**src/sas_defs.svh**
```systemverilog
// Purpose: Named offsets, fields, reset values and timing for the converter sequencer.
// Assumes: 32-bit Wishbone words; each register uses one aligned word.
// Notes: Timing figures are in half converter clock cycles from conversion start.
`ifndef SAS_DEFS_SVH
`define SAS_DEFS_SVH

// Register byte addresses
`define SAS_OFS_CTLA 5'h00
`define SAS_OFS_CTLB 5'h04
`define SAS_OFS_INSEL 5'h08
`define SAS_OFS_RESL 5'h0C
`define SAS_OFS_RESH 5'h10

// Field positions in converter_control_a
`define SAS_CA_EN 7
`define SAS_CA_START 6
`define SAS_CA_AUTO 5
`define SAS_CA_FLAG 4
`define SAS_CA_IRQE 3
`define SAS_CA_PS 2:0

// Field positions in converter_control_b and input_select_register
`define SAS_CB_TS 2:0
`define SAS_IS_REF 6
`define SAS_IS_LEFT 5
`define SAS_IS_CHAN 1:0

// Reset and fill values
`define SAS_ZERO32 32'h0000_0000
`define SAS_PRE_FULL 7'h7F
`define SAS_PS_MAX 3'h7
`define SAS_PS_MIN 3'h1
`define SAS_TS_SELF 3'h0
`define SAS_DAC_MSB 10'h200
`define SAS_SAR_STEPS 4'hA

// Half-cycle marks: sample point and completion point
`define SAS_NORM_SH 6'h03
`define SAS_NORM_DONE 6'h1A
`define SAS_FIRST_SH 6'h1B
`define SAS_FIRST_DONE 6'h32
`define SAS_AUTO_SH 6'h04
`define SAS_AUTO_DONE 6'h1B
`define SAS_LAST_CYC 6'h02

`endif

```
**src/sas_pkg.sv**
```systemverilog
// Purpose: Types shared by the converter sequencer.
// Assumes: Field widths fixed by the converter.
// Notes: All module state is one packed struct.
package sas_pkg;

  typedef enum logic [1:0] {SAS_IDLE, SAS_WAIT, SAS_CONV} sas_state_t;

  typedef struct packed {
    logic ack;
    logic [31:0] rdat;
    logic en;
    logic auto;
    logic flag;
    logic irqEn;
    logic [2:0] ps;
    logic [2:0] ts;
    logic refSel;
    logic left;
    logic [1:0] chan;
    logic [9:0] result;
    logic lock;
    logic [6:0] pre;
    logic clkLvl;
    logic first;
    logic autoT;
    sas_state_t st;
    logic [5:0] half;
    logic [3:0] bits;
    logic [9:0] dac;
    logic sh;
    logic bufRef;
    logic [1:0] bufChan;
    logic [7:0] trigS1;
    logic [7:0] trigS2;
    logic [7:0] trigPrev;
    logic cmpS1;
    logic cmpS2;
    logic busy;
  } sas_regs_t;

endpackage

```
**src/sas_sequencer.sv**
```systemverilog
// Purpose: Sequencer for a 10-bit successive approximation converter with Wishbone registers.
// Assumes: One clock; trigger and comparator inputs are asynchronous and synchronised here.
// Notes: The converter clock is a tick pair (rise, fall) derived from the prescaler.
//
// The placing of the registers and register access over Wishbone are this design's own decisions.
`timescale 1ns/10ps
`include "sas_defs.svh"

// Notes on behaviour
// - Writing start begins one conversion; start reads set until hardware clears it.
// - Ten-bit result spans two bytes, right aligned unless left align set.
// - Low byte read locks results until high read; done flag still sets.
// - Auto trigger rising edge resets prescaler and starts a conversion.
// - Edges during conversion ignored; a still-high trigger does not restart.
// - Done flag sets regardless of enables; source flag must clear between events.
// - Done flag as source runs back-to-back, first started by start bit.
// - Start reads one during any conversion; start write still works with auto.
// - Prescaler counts while enable set and is held reset while clear.
// - Software start begins at the next rising converter clock edge.
// - Normal conversion is 13 converter cycles, first after enable is 25.
// - Sample at 1.5 cycles normally, 13.5 cycles in the first conversion.
// - Completion writes result, sets done flag, clears start in single mode.
// - Triggered: sample two cycles after edge, conversion lasts 13.5 cycles.
// - Free running restarts immediately after completion and keeps start set.
// - Selection buffer tracks until start, locks, resumes in last cycle.
// - Channel and reference selections only take effect while enabled.
// - Free-run selection change applies after the already started conversion.
// - Channel codes 00..11 select inputs 0..3.
// - Reference select 0 picks supply, 1 picks internal reference.
// - Alignment change alters presented result at once.
module sas_sequencer
  import sas_pkg::*;
(
  input wire logic clk,
  input wire logic sys_rst,
  input wire logic ce,
  input wire logic wb_cyc_i,
  input wire logic wb_stb_i,
  input wire logic wb_we_i,
  input wire logic [4:0] wb_adr_i,
  input wire logic [3:0] wb_sel_i,
  input wire logic [31:0] wb_dat_i,
  output logic [31:0] wb_dat_o,
  output logic wb_ack_o,
  input wire logic [7:0] trigIn,
  input wire logic cmpIn,
  output logic analogEn,
  output logic convClk,
  output logic sampleHold,
  output logic [9:0] dacCode,
  output logic [1:0] channelSel,
  output logic refSel,
  output logic busy
);

  localparam sas_regs_t RESET_VAL = '{
    st: SAS_IDLE, first: 1'b1, default: '0};

  sas_regs_t r_reg;
  sas_regs_t r_next;

  logic take;
  logic wrLow;
  logic startWr;
  logic [7:0] resLow;
  logic [7:0] resHigh;
  logic [2:0] psEff;
  logic [6:0] mask;
  logic rise;
  logic fall;
  logic trigEdge;
  logic [5:0] halfNew;
  logic [5:0] shHalf;
  logic [5:0] doneHalf;
  logic lastCyc;
  logic [3:0] bitIdx;

  // Outputs straight from the state register
  assign wb_dat_o = r_reg.rdat;
  assign wb_ack_o = r_reg.ack;
  assign analogEn = r_reg.en;
  assign convClk = r_reg.clkLvl;
  assign sampleHold = r_reg.sh;
  assign dacCode = r_reg.dac;
  assign channelSel = r_reg.bufChan;
  assign refSel = r_reg.bufRef;
  assign busy = r_reg.busy;

  // Next-state logic for the whole block
  always_comb begin
    r_next = r_reg;
    take = 1'b0;
    wrLow = 1'b0;
    startWr = 1'b0;
    resLow = 8'h00;
    resHigh = 8'h00;
    psEff = `SAS_PS_MIN;
    mask = `SAS_PRE_FULL;
    rise = 1'b0;
    fall = 1'b0;
    trigEdge = 1'b0;
    halfNew = r_reg.half;
    shHalf = `SAS_NORM_SH;
    doneHalf = `SAS_NORM_DONE;
    lastCyc = 1'b0;
    bitIdx = 4'h0;
    r_next.ack = 1'b0;
    r_next.sh = 1'b0;

    // Two-stage synchronisers; edge detect compares the second stage with its delayed copy
    r_next.trigS1 = trigIn;
    r_next.trigS2 = r_reg.trigS1;
    r_next.trigPrev = r_reg.trigS2;
    r_next.cmpS1 = cmpIn;
    r_next.cmpS2 = r_reg.cmpS1;

    if (r_reg.left) begin
      resHigh = r_reg.result[9:2];
      resLow = {r_reg.result[1:0], 6'h00};
    end else begin
      resHigh = {6'h00, r_reg.result[9:8]};
      resLow = r_reg.result[7:0];
    end

    // Wishbone slave: one-cycle answer, unmapped reads zero
    take = wb_cyc_i & wb_stb_i & ~r_reg.ack;
    wrLow = take & wb_we_i & wb_sel_i[0];
    if (take) begin
      r_next.ack = 1'b1;
      r_next.rdat = `SAS_ZERO32;
      if (!wb_we_i) begin
        case (wb_adr_i)
          `SAS_OFS_CTLA: begin
            r_next.rdat[`SAS_CA_EN] = r_reg.en;
            // Start reads one during any conversion
            r_next.rdat[`SAS_CA_START] = r_reg.st != SAS_IDLE;
            r_next.rdat[`SAS_CA_AUTO] = r_reg.auto;
            r_next.rdat[`SAS_CA_FLAG] = r_reg.flag;
            r_next.rdat[`SAS_CA_IRQE] = r_reg.irqEn;
            r_next.rdat[`SAS_CA_PS] = r_reg.ps;
          end
          `SAS_OFS_CTLB: r_next.rdat[`SAS_CB_TS] = r_reg.ts;
          `SAS_OFS_INSEL: begin
            r_next.rdat[`SAS_IS_REF] = r_reg.refSel;
            r_next.rdat[`SAS_IS_LEFT] = r_reg.left;
            r_next.rdat[`SAS_IS_CHAN] = r_reg.chan;
          end
          `SAS_OFS_RESL: begin
            r_next.rdat[7:0] = resLow;
            r_next.lock = 1'b1;
          end
          `SAS_OFS_RESH: begin
            r_next.rdat[7:0] = resHigh;
            r_next.lock = 1'b0;
          end
          default: r_next.rdat = `SAS_ZERO32;
        endcase
      end
    end

    // Register writes through byte lane 0
    if (wrLow) begin
      case (wb_adr_i)
        `SAS_OFS_CTLA: begin
          r_next.en = wb_dat_i[`SAS_CA_EN];
          r_next.auto = wb_dat_i[`SAS_CA_AUTO];
          r_next.irqEn = wb_dat_i[`SAS_CA_IRQE];
          r_next.ps = wb_dat_i[`SAS_CA_PS];
          // Done flag clears on a written one
          if (wb_dat_i[`SAS_CA_FLAG]) begin
            r_next.flag = 1'b0;
          end
          startWr = wb_dat_i[`SAS_CA_START];
        end
        `SAS_OFS_CTLB: r_next.ts = wb_dat_i[`SAS_CB_TS];
        `SAS_OFS_INSEL: begin
          r_next.refSel = wb_dat_i[`SAS_IS_REF];
          r_next.left = wb_dat_i[`SAS_IS_LEFT];
          r_next.chan = wb_dat_i[`SAS_IS_CHAN];
        end
        default: r_next.ps = r_next.ps;
      endcase
    end

    // Power-of-two divide; codes 0 and 1 both divide by two
    psEff = (r_reg.ps == 3'h0) ? `SAS_PS_MIN : r_reg.ps;
    mask = `SAS_PRE_FULL >> (`SAS_PS_MAX - psEff);

    if (!r_next.en) begin
      r_next.pre = 7'h00;
      r_next.clkLvl = 1'b0;
      r_next.st = SAS_IDLE;
      r_next.first = 1'b1;
      r_next.half = 6'h00;
      r_next.bits = 4'h0;
    end else begin
      rise = r_reg.pre == mask;
      fall = r_reg.pre == (mask >> 1);
      r_next.pre = rise ? 7'h00 : 7'(r_reg.pre + 7'h01);
      if (rise) begin
        r_next.clkLvl = 1'b1;
      end else if (fall) begin
        r_next.clkLvl = 1'b0;
      end
    end

    // Rising edge of the chosen trigger, other than the done flag
    trigEdge = r_reg.trigS2[r_reg.ts] & ~r_reg.trigPrev[r_reg.ts];

    // Conversion timing marks
    if (r_reg.first) begin
      // First conversion: 25 cycles, sample at 13.5
      shHalf = `SAS_FIRST_SH;
      doneHalf = `SAS_FIRST_DONE;
    end else if (r_reg.autoT) begin
      // Triggered: sample 2 cycles in, 13.5 cycles long
      shHalf = `SAS_AUTO_SH;
      doneHalf = `SAS_AUTO_DONE;
    end else begin
      // Normal: 13 cycles, sample at 1.5
      shHalf = `SAS_NORM_SH;
      doneHalf = `SAS_NORM_DONE;
    end
    halfNew = (rise | fall) ? 6'(r_reg.half + 6'h01) : r_reg.half;
    lastCyc = halfNew >= 6'(doneHalf - `SAS_LAST_CYC);
    bitIdx = 4'(r_reg.bits - 4'h1);

    // Conversion sequencer
    if (r_next.en) begin
      case (r_reg.st)
        SAS_IDLE: begin
          if (startWr) begin
            // Start write begins one conversion, auto or not
            r_next.st = SAS_WAIT;
          end else if (r_reg.auto && r_reg.ts != `SAS_TS_SELF && trigEdge) begin
            // Trigger resets the prescaler and starts at once
            r_next.st = SAS_CONV;
            r_next.pre = 7'h00;
            r_next.clkLvl = 1'b0;
            r_next.half = 6'h00;
            r_next.autoT = 1'b1;
          end
        end
        SAS_WAIT: begin
          // Begin on the next rising converter clock
          if (rise) begin
            r_next.st = SAS_CONV;
            r_next.half = 6'h00;
            r_next.autoT = 1'b0;
          end
        end
        SAS_CONV: begin
          // Trigger edges are not looked at while converting
          r_next.half = halfNew;
          if ((rise | fall) && halfNew == shHalf) begin
            // Sample and hold, then set the first trial bit
            r_next.sh = 1'b1;
            r_next.dac = `SAS_DAC_MSB;
            r_next.bits = `SAS_SAR_STEPS;
          end else if (rise && r_reg.bits != 4'h0) begin
            // Keep the trial bit if the input is above it, try the next
            if (!r_reg.cmpS2) begin
              r_next.dac[bitIdx] = 1'b0;
            end
            if (bitIdx != 4'h0) begin
              r_next.dac[4'(bitIdx - 4'h1)] = 1'b1;
            end
            r_next.bits = bitIdx;
          end
          if ((rise | fall) && halfNew == doneHalf) begin
            // Flag sets regardless of enables; set wins over clear
            r_next.flag = 1'b1;
            // A locked result discards the new value
            if (!r_next.lock) begin
              r_next.result = r_reg.dac;
            end
            r_next.first = 1'b0;
            r_next.bits = 4'h0;
            if (r_reg.auto && r_reg.ts == `SAS_TS_SELF) begin
              // Free running: restart now, start stays set
              r_next.half = 6'h00;
              r_next.autoT = 1'b0;
            end else begin
              // Single mode: start clears with the flag
              r_next.st = SAS_IDLE;
            end
          end
        end
        default: r_next.st = SAS_IDLE;
      endcase
    end

    // Buffer tracks outside conversion and in its last cycle
    if (!r_next.en) begin
      // Selections only reach the core while enabled
      r_next.bufChan = 2'h0;
      r_next.bufRef = 1'b0;
    end else if (r_reg.st != SAS_CONV || lastCyc) begin
      // Channel code and reference pass unchanged
      r_next.bufChan = r_next.chan;
      r_next.bufRef = r_next.refSel;
    end

    // Busy output registered so it leaves straight from a flip-flop
    r_next.busy = r_next.st != SAS_IDLE;
  end

  // State register with synchronous reset and clock enable
  always_ff @(posedge clk) begin
    if (sys_rst) begin
      r_reg <= RESET_VAL;
    end else if (ce) begin
      r_reg <= r_next;
    end
  end

endmodule // sas_sequencer

```
**config.mk**
```make
export PLATFORM = sky130hd
export DESIGN_NAME = sas_sequencer
export DESIGN_NICKNAME = d
export VERILOG_FILES = /design/src/sas_pkg.sv /design/src/sas_sequencer.sv
export VERILOG_INCLUDE_DIRS = /design/src
export SDC_FILE = /design/constraint.sdc
export NUM_CORES = 1
export LEC_CHECK = 0
export ABC_AREA = 1
export BUFFER_PORTS_ARGS = -buffer_cell sky130_fd_sc_hd__clkbuf_2
export CAP_MARGIN = 0
export CORE_MARGIN = 8
export CORE_UTILIZATION = 51
export DETAILED_ROUTE_END_ITERATION = 10
export PLACE_DENSITY = 0.81
export SYNTH_ARGS = -nofsm -noshare
export SYNTH_HDL_FRONTEND = slang
export SYNTH_SLANG_ARGS = --single-unit
```
**constraint.sdc**
```tcl
create_clock -name clk -period 2.96 [get_ports clk]
set_input_delay 0.296 -clock clk [delete_from_list [all_inputs] [get_ports clk]]
set_output_delay 0.296 -clock clk [all_outputs]
set_load 0.02 [all_outputs]
```
==> summary.md <==
| Metric | Value |
|---|---|
| Status | `finished, final reports clean` |
| Chip width | `122.6 um` |
| Worst setup SP type | `register` |
| CTS tree | `done` |
| Reg2reg path depth | `17` |
| Num CTS Buffers | `9` |
| Die Area | `roughly 15000 um2` |
| Die height | `about 120 um` |
| Ant. Diodes | `0` |
| P&R area growth vs syn | `12.65%` |
| Power per cell area | `between 400 and 500 nW/um2` |
| Switching share of total power | `approximately a quarter` |
| Fin util | `57.94%` |
| Post-layout nets | `961` |
| Vias in the first global route | `roughly 5000` |
| Detailed Place HPWL | `10950 um` |
| Reg area | `approximately 1900 um2` |
| Row count | `39` |
| Clk_lat worst skew | `0.36 ns` |
| Number of synthesized flops with an enable pin | `0` |
| Via-to-Cell Ratio | `roughly 5.4` |
| Setup-failing EPs final | `0` |
| Initial DRT Pass Iterations | `6` |
| Syn avg cell area | `just under 7 um2` |
| Grt total ovfl | `0` |
| # fillers | `~1100` |
| Synth async-reset ratio | `0%` |
| WP data required | `roughly 3.2 ns` |
| Area of the multi-input gates | `approximately 3200 um2` |
| Critical Path Stages | `17` |
| CP arrival | `approximately 3.2 ns` |
| DR iter-0 viols | `approximately 490` |
| Max VDD drop | `0.0003907 V` |
| Max Freq | `~0.34 GHz` |
| Combinational power share | `under 10%` |
| CTS H-tree depth | `3` |
| Critical path's slowest cell | `dfxtp_4` |
| Internal cell power | `about 2.0 mW` |
| Worst slew pin tran | `approximately 0.66 ns` |
| Synthesized cell area | `between 5000 and 6000 um2` |
| CTS Root Cell | `clkbuf_16` |
| Sequential-to-total area share from yosys stat | `about a third` |
| Flop and latch count out of synthesis | `between 90 and 100` |
| Initial antenna violation count | `0` |
| ANT nets after route | `0` |
| Buf/Inv on CP | `2` |
| Initial Util | `51.44%` |
| IO Pins | `around 110` |
| Ys Warns | `0` |
| Post-Syn Instances | `844` |
| Register share of total power | `a little under half` |
| Drc violations | `0` |
| Skew final | `~0.011 ns` |
| Clock transition at path regs | `around 0.08 ns` |
| Max Cap Viol | `0` |
| Placer Congestion | `0.9543` |
| CTS Hold Bufs | `0` |
| Relative slew slack | `a little under three fifths` |
| GRT Total Usage | `approximately 20%` |
| Worst-path fanout max | `10` |
| RSZ-0062 raised after global routing | `yes` |
| Sw power | `735.1 uW` |
| Final hold slack | `~0.16 ns` |
| P_leak | `roughly 2.7 nW` |
| First-pass GRT wire length | `between 20000 and 25000 um` |
| Clock power frac | `44.8%` |
| Largest net degree at the start of global routing | `55` |
| Clock sinks | `94` |
| Routed WL | `approximately 15000 um` |
| Layout cell share with drive strength beyond 1 | `between 20% and 30%` |
| Tmin final | `2.950 ns` |
| Yosys cell types | `52` |
| WS Path Type | `reg2reg` |
| Drt wl/cell | `14.53 um` |
| Max reg flops | `53` |
| Final Hold Fails | `0` |
| Cell family with most CP delay | `simple AND/OR/NAND/NOR gates` |
| Ys flop type | `dfxtp_1` |
| Hold path depth | `3` |
| Port bufs | `53` |
| Core Box Area | `roughly 11000 um2` |
| Vias | `approximately 5600` |
| Count of pins over their slew limit | `0` |
| CP Cell Sequence | `a21oi_2 > xor2_1 > nand3_2 > nand2_4 > nand4_1 > xor2_1 > inv_1 > ha_4 > and3_4 > nand4_1 > nor2_4 > nand2_2 > nor2_4 > nand2_4 > buf_12 > nor2_2 > a211oi_2` |
| Crit end category | `register` |
| Worst min-delay path category | `in2reg` |
| Final period util | `between 90% and 100%` |
| Worst path max stage delay | `between 0.3 and 0.4 ns` |
| Max Root-Sink Buffers | `2` |
[power by group through the flow]
stage / Sequential [mW] / Clock (mW) / Combinational (mW)
2_1_floorplan: 1.33 / 0 / 0.171
4_1_cts: 1.30 / 1.25 / 0.221
3_5_place_dp: 1.33 / 0 / 0.220
5_1_grt: 1.30 / 1.31 / 0.250
3_3_place_gp: 1.33 / 0 / 0.217
6_report: 1.30 / 1.24 / 0.226
[layer usage]
layer	GRT usage [%]	wire, um
met5	0	0
met4	8.606	350
met3	3.634	1050
met1	26.77	6851
met2	31.29	6828
[metrics by stage]
step | cells | area, um2 | setup WS, ns | total power [mW] | TNS, ns
after floorplan | 867 | 5884 | 0.06734 | 1.500 | 0
after global placement | 1019 | 6082 | -0.002256 | 1.547 | -0.007670
after detailed placement | 1019 | 6082 | -0.1472 | 1.551 | -1.799
after CTS | 1035 | 6422 | 0.004684 | 2.775 | 0
after global routing | 1038 | 6531 | -0.1503 | 2.863 | -2.494
final | 1038 | 6531 | 0.009746 | 2.766 | 0
[cells in the mapped netlist (all sizes together) (2+ instances only)]
cell type  instances  share of area [%]
a211oi            11                2.3
a21oi             72                6.3
a22oi              4               0.52
a31oi              3               0.32
buf               53                7.1
clkbuf            22                1.4
dfxtp             94                 32
ha                15                3.2
inv               99                6.4
nand2            176                 12
nand3             64                6.0
nand4              6               0.65
nor2              98                7.3
nor3              10               0.95
nor4               3               0.32
o2111ai            2               0.30
o211ai             6               0.86
o21ai             70                6.1
o221ai             2               0.30
o22ai              2               0.22
o31ai              5               0.65
xor2              11                1.7
[worst min-delay path: stages]
cell	delay, ns
clkbuf_2	0.07
nor2_1	0.03
nor2_1	0.08
[cell usage in the layout, fill, tap and decap left out, types with 3 or more instances in the layout]
cell type / synthesis / routed
a21oi_1: 70 / 70
nand3_1: 58 / 58
o21ai_1: 0 / 3
a22oi_1: 4 / 4
dfxtp_1: 94 / 91
o31ai_1: 5 / 5
clkbuf_2: 0 / 53
inv_1: 93 / 91
nand2_4: 5 / 6
xor2_1: 11 / 11
o211ai_1: 5 / 5
a211oi_2: 10 / 10
a31oi_1: 3 / 3
nor2_2: 7 / 17
nor4_1: 3 / 3
nand2_2: 10 / 13
nor2_1: 87 / 75
clkbuf_16: 0 / 10
buf_6: 5 / 4
inv_2: 6 / 8
nand2_1: 161 / 157
ha_1: 15 / 14
o21ai_0: 69 / 66
nand4_1: 6 / 6
nor3_1: 9 / 9
conb_1: 1 / 24
buf_4: 45 / 28
nand3_2: 6 / 6
nor2_4: 3 / 5
[repair_timing]
item,in CTS,in global routing
setup endpoints to repair,24,24
buffers inserted,0,1
pin swaps,1,4
cloned,0,2
resized for setup,8,25
[final cells by class]
class                   instances  area share [%]
repair buffers                 87           8.659
flip-flops and latches         94           28.95
clock buffers                   9           3.448
inverters                     100           5.747
well taps                     143           2.739
multi-input cells             598           49.12
clock inverters                 7           1.341
[kinds of logic (layout without fill, tap and decap cells)]
group | after synthesis | in the layout | share of synthesized area [%]
adder cells (fa/ha/maj) | 15 | 15 | 3.237
flip-flops | 94 | 94 | 32.46
AND/OR/NAND/NOR | 361 | 361 | 28.23
other | 1 | 24 | 0.06468
buffers and inverters | 175 | 203 | 14.95
AO/OA/AOI/OAI | 186 | 186 | 19.25
XOR/XNOR | 12 | 12 | 1.813
[worst paths after layout]
path / start / to / slack, ns
setup reg to reg: r_reg[82] / r_reg[70] / 0.01
hold reg to reg: r_reg[10] / r_reg[10] / 0.46
hold / removal: trigIn[2] / r_next[13] / 0.16
setup / recovery: r_reg[82] / r_reg[70] / 0.01
Power figures use the tool's default switching activity.
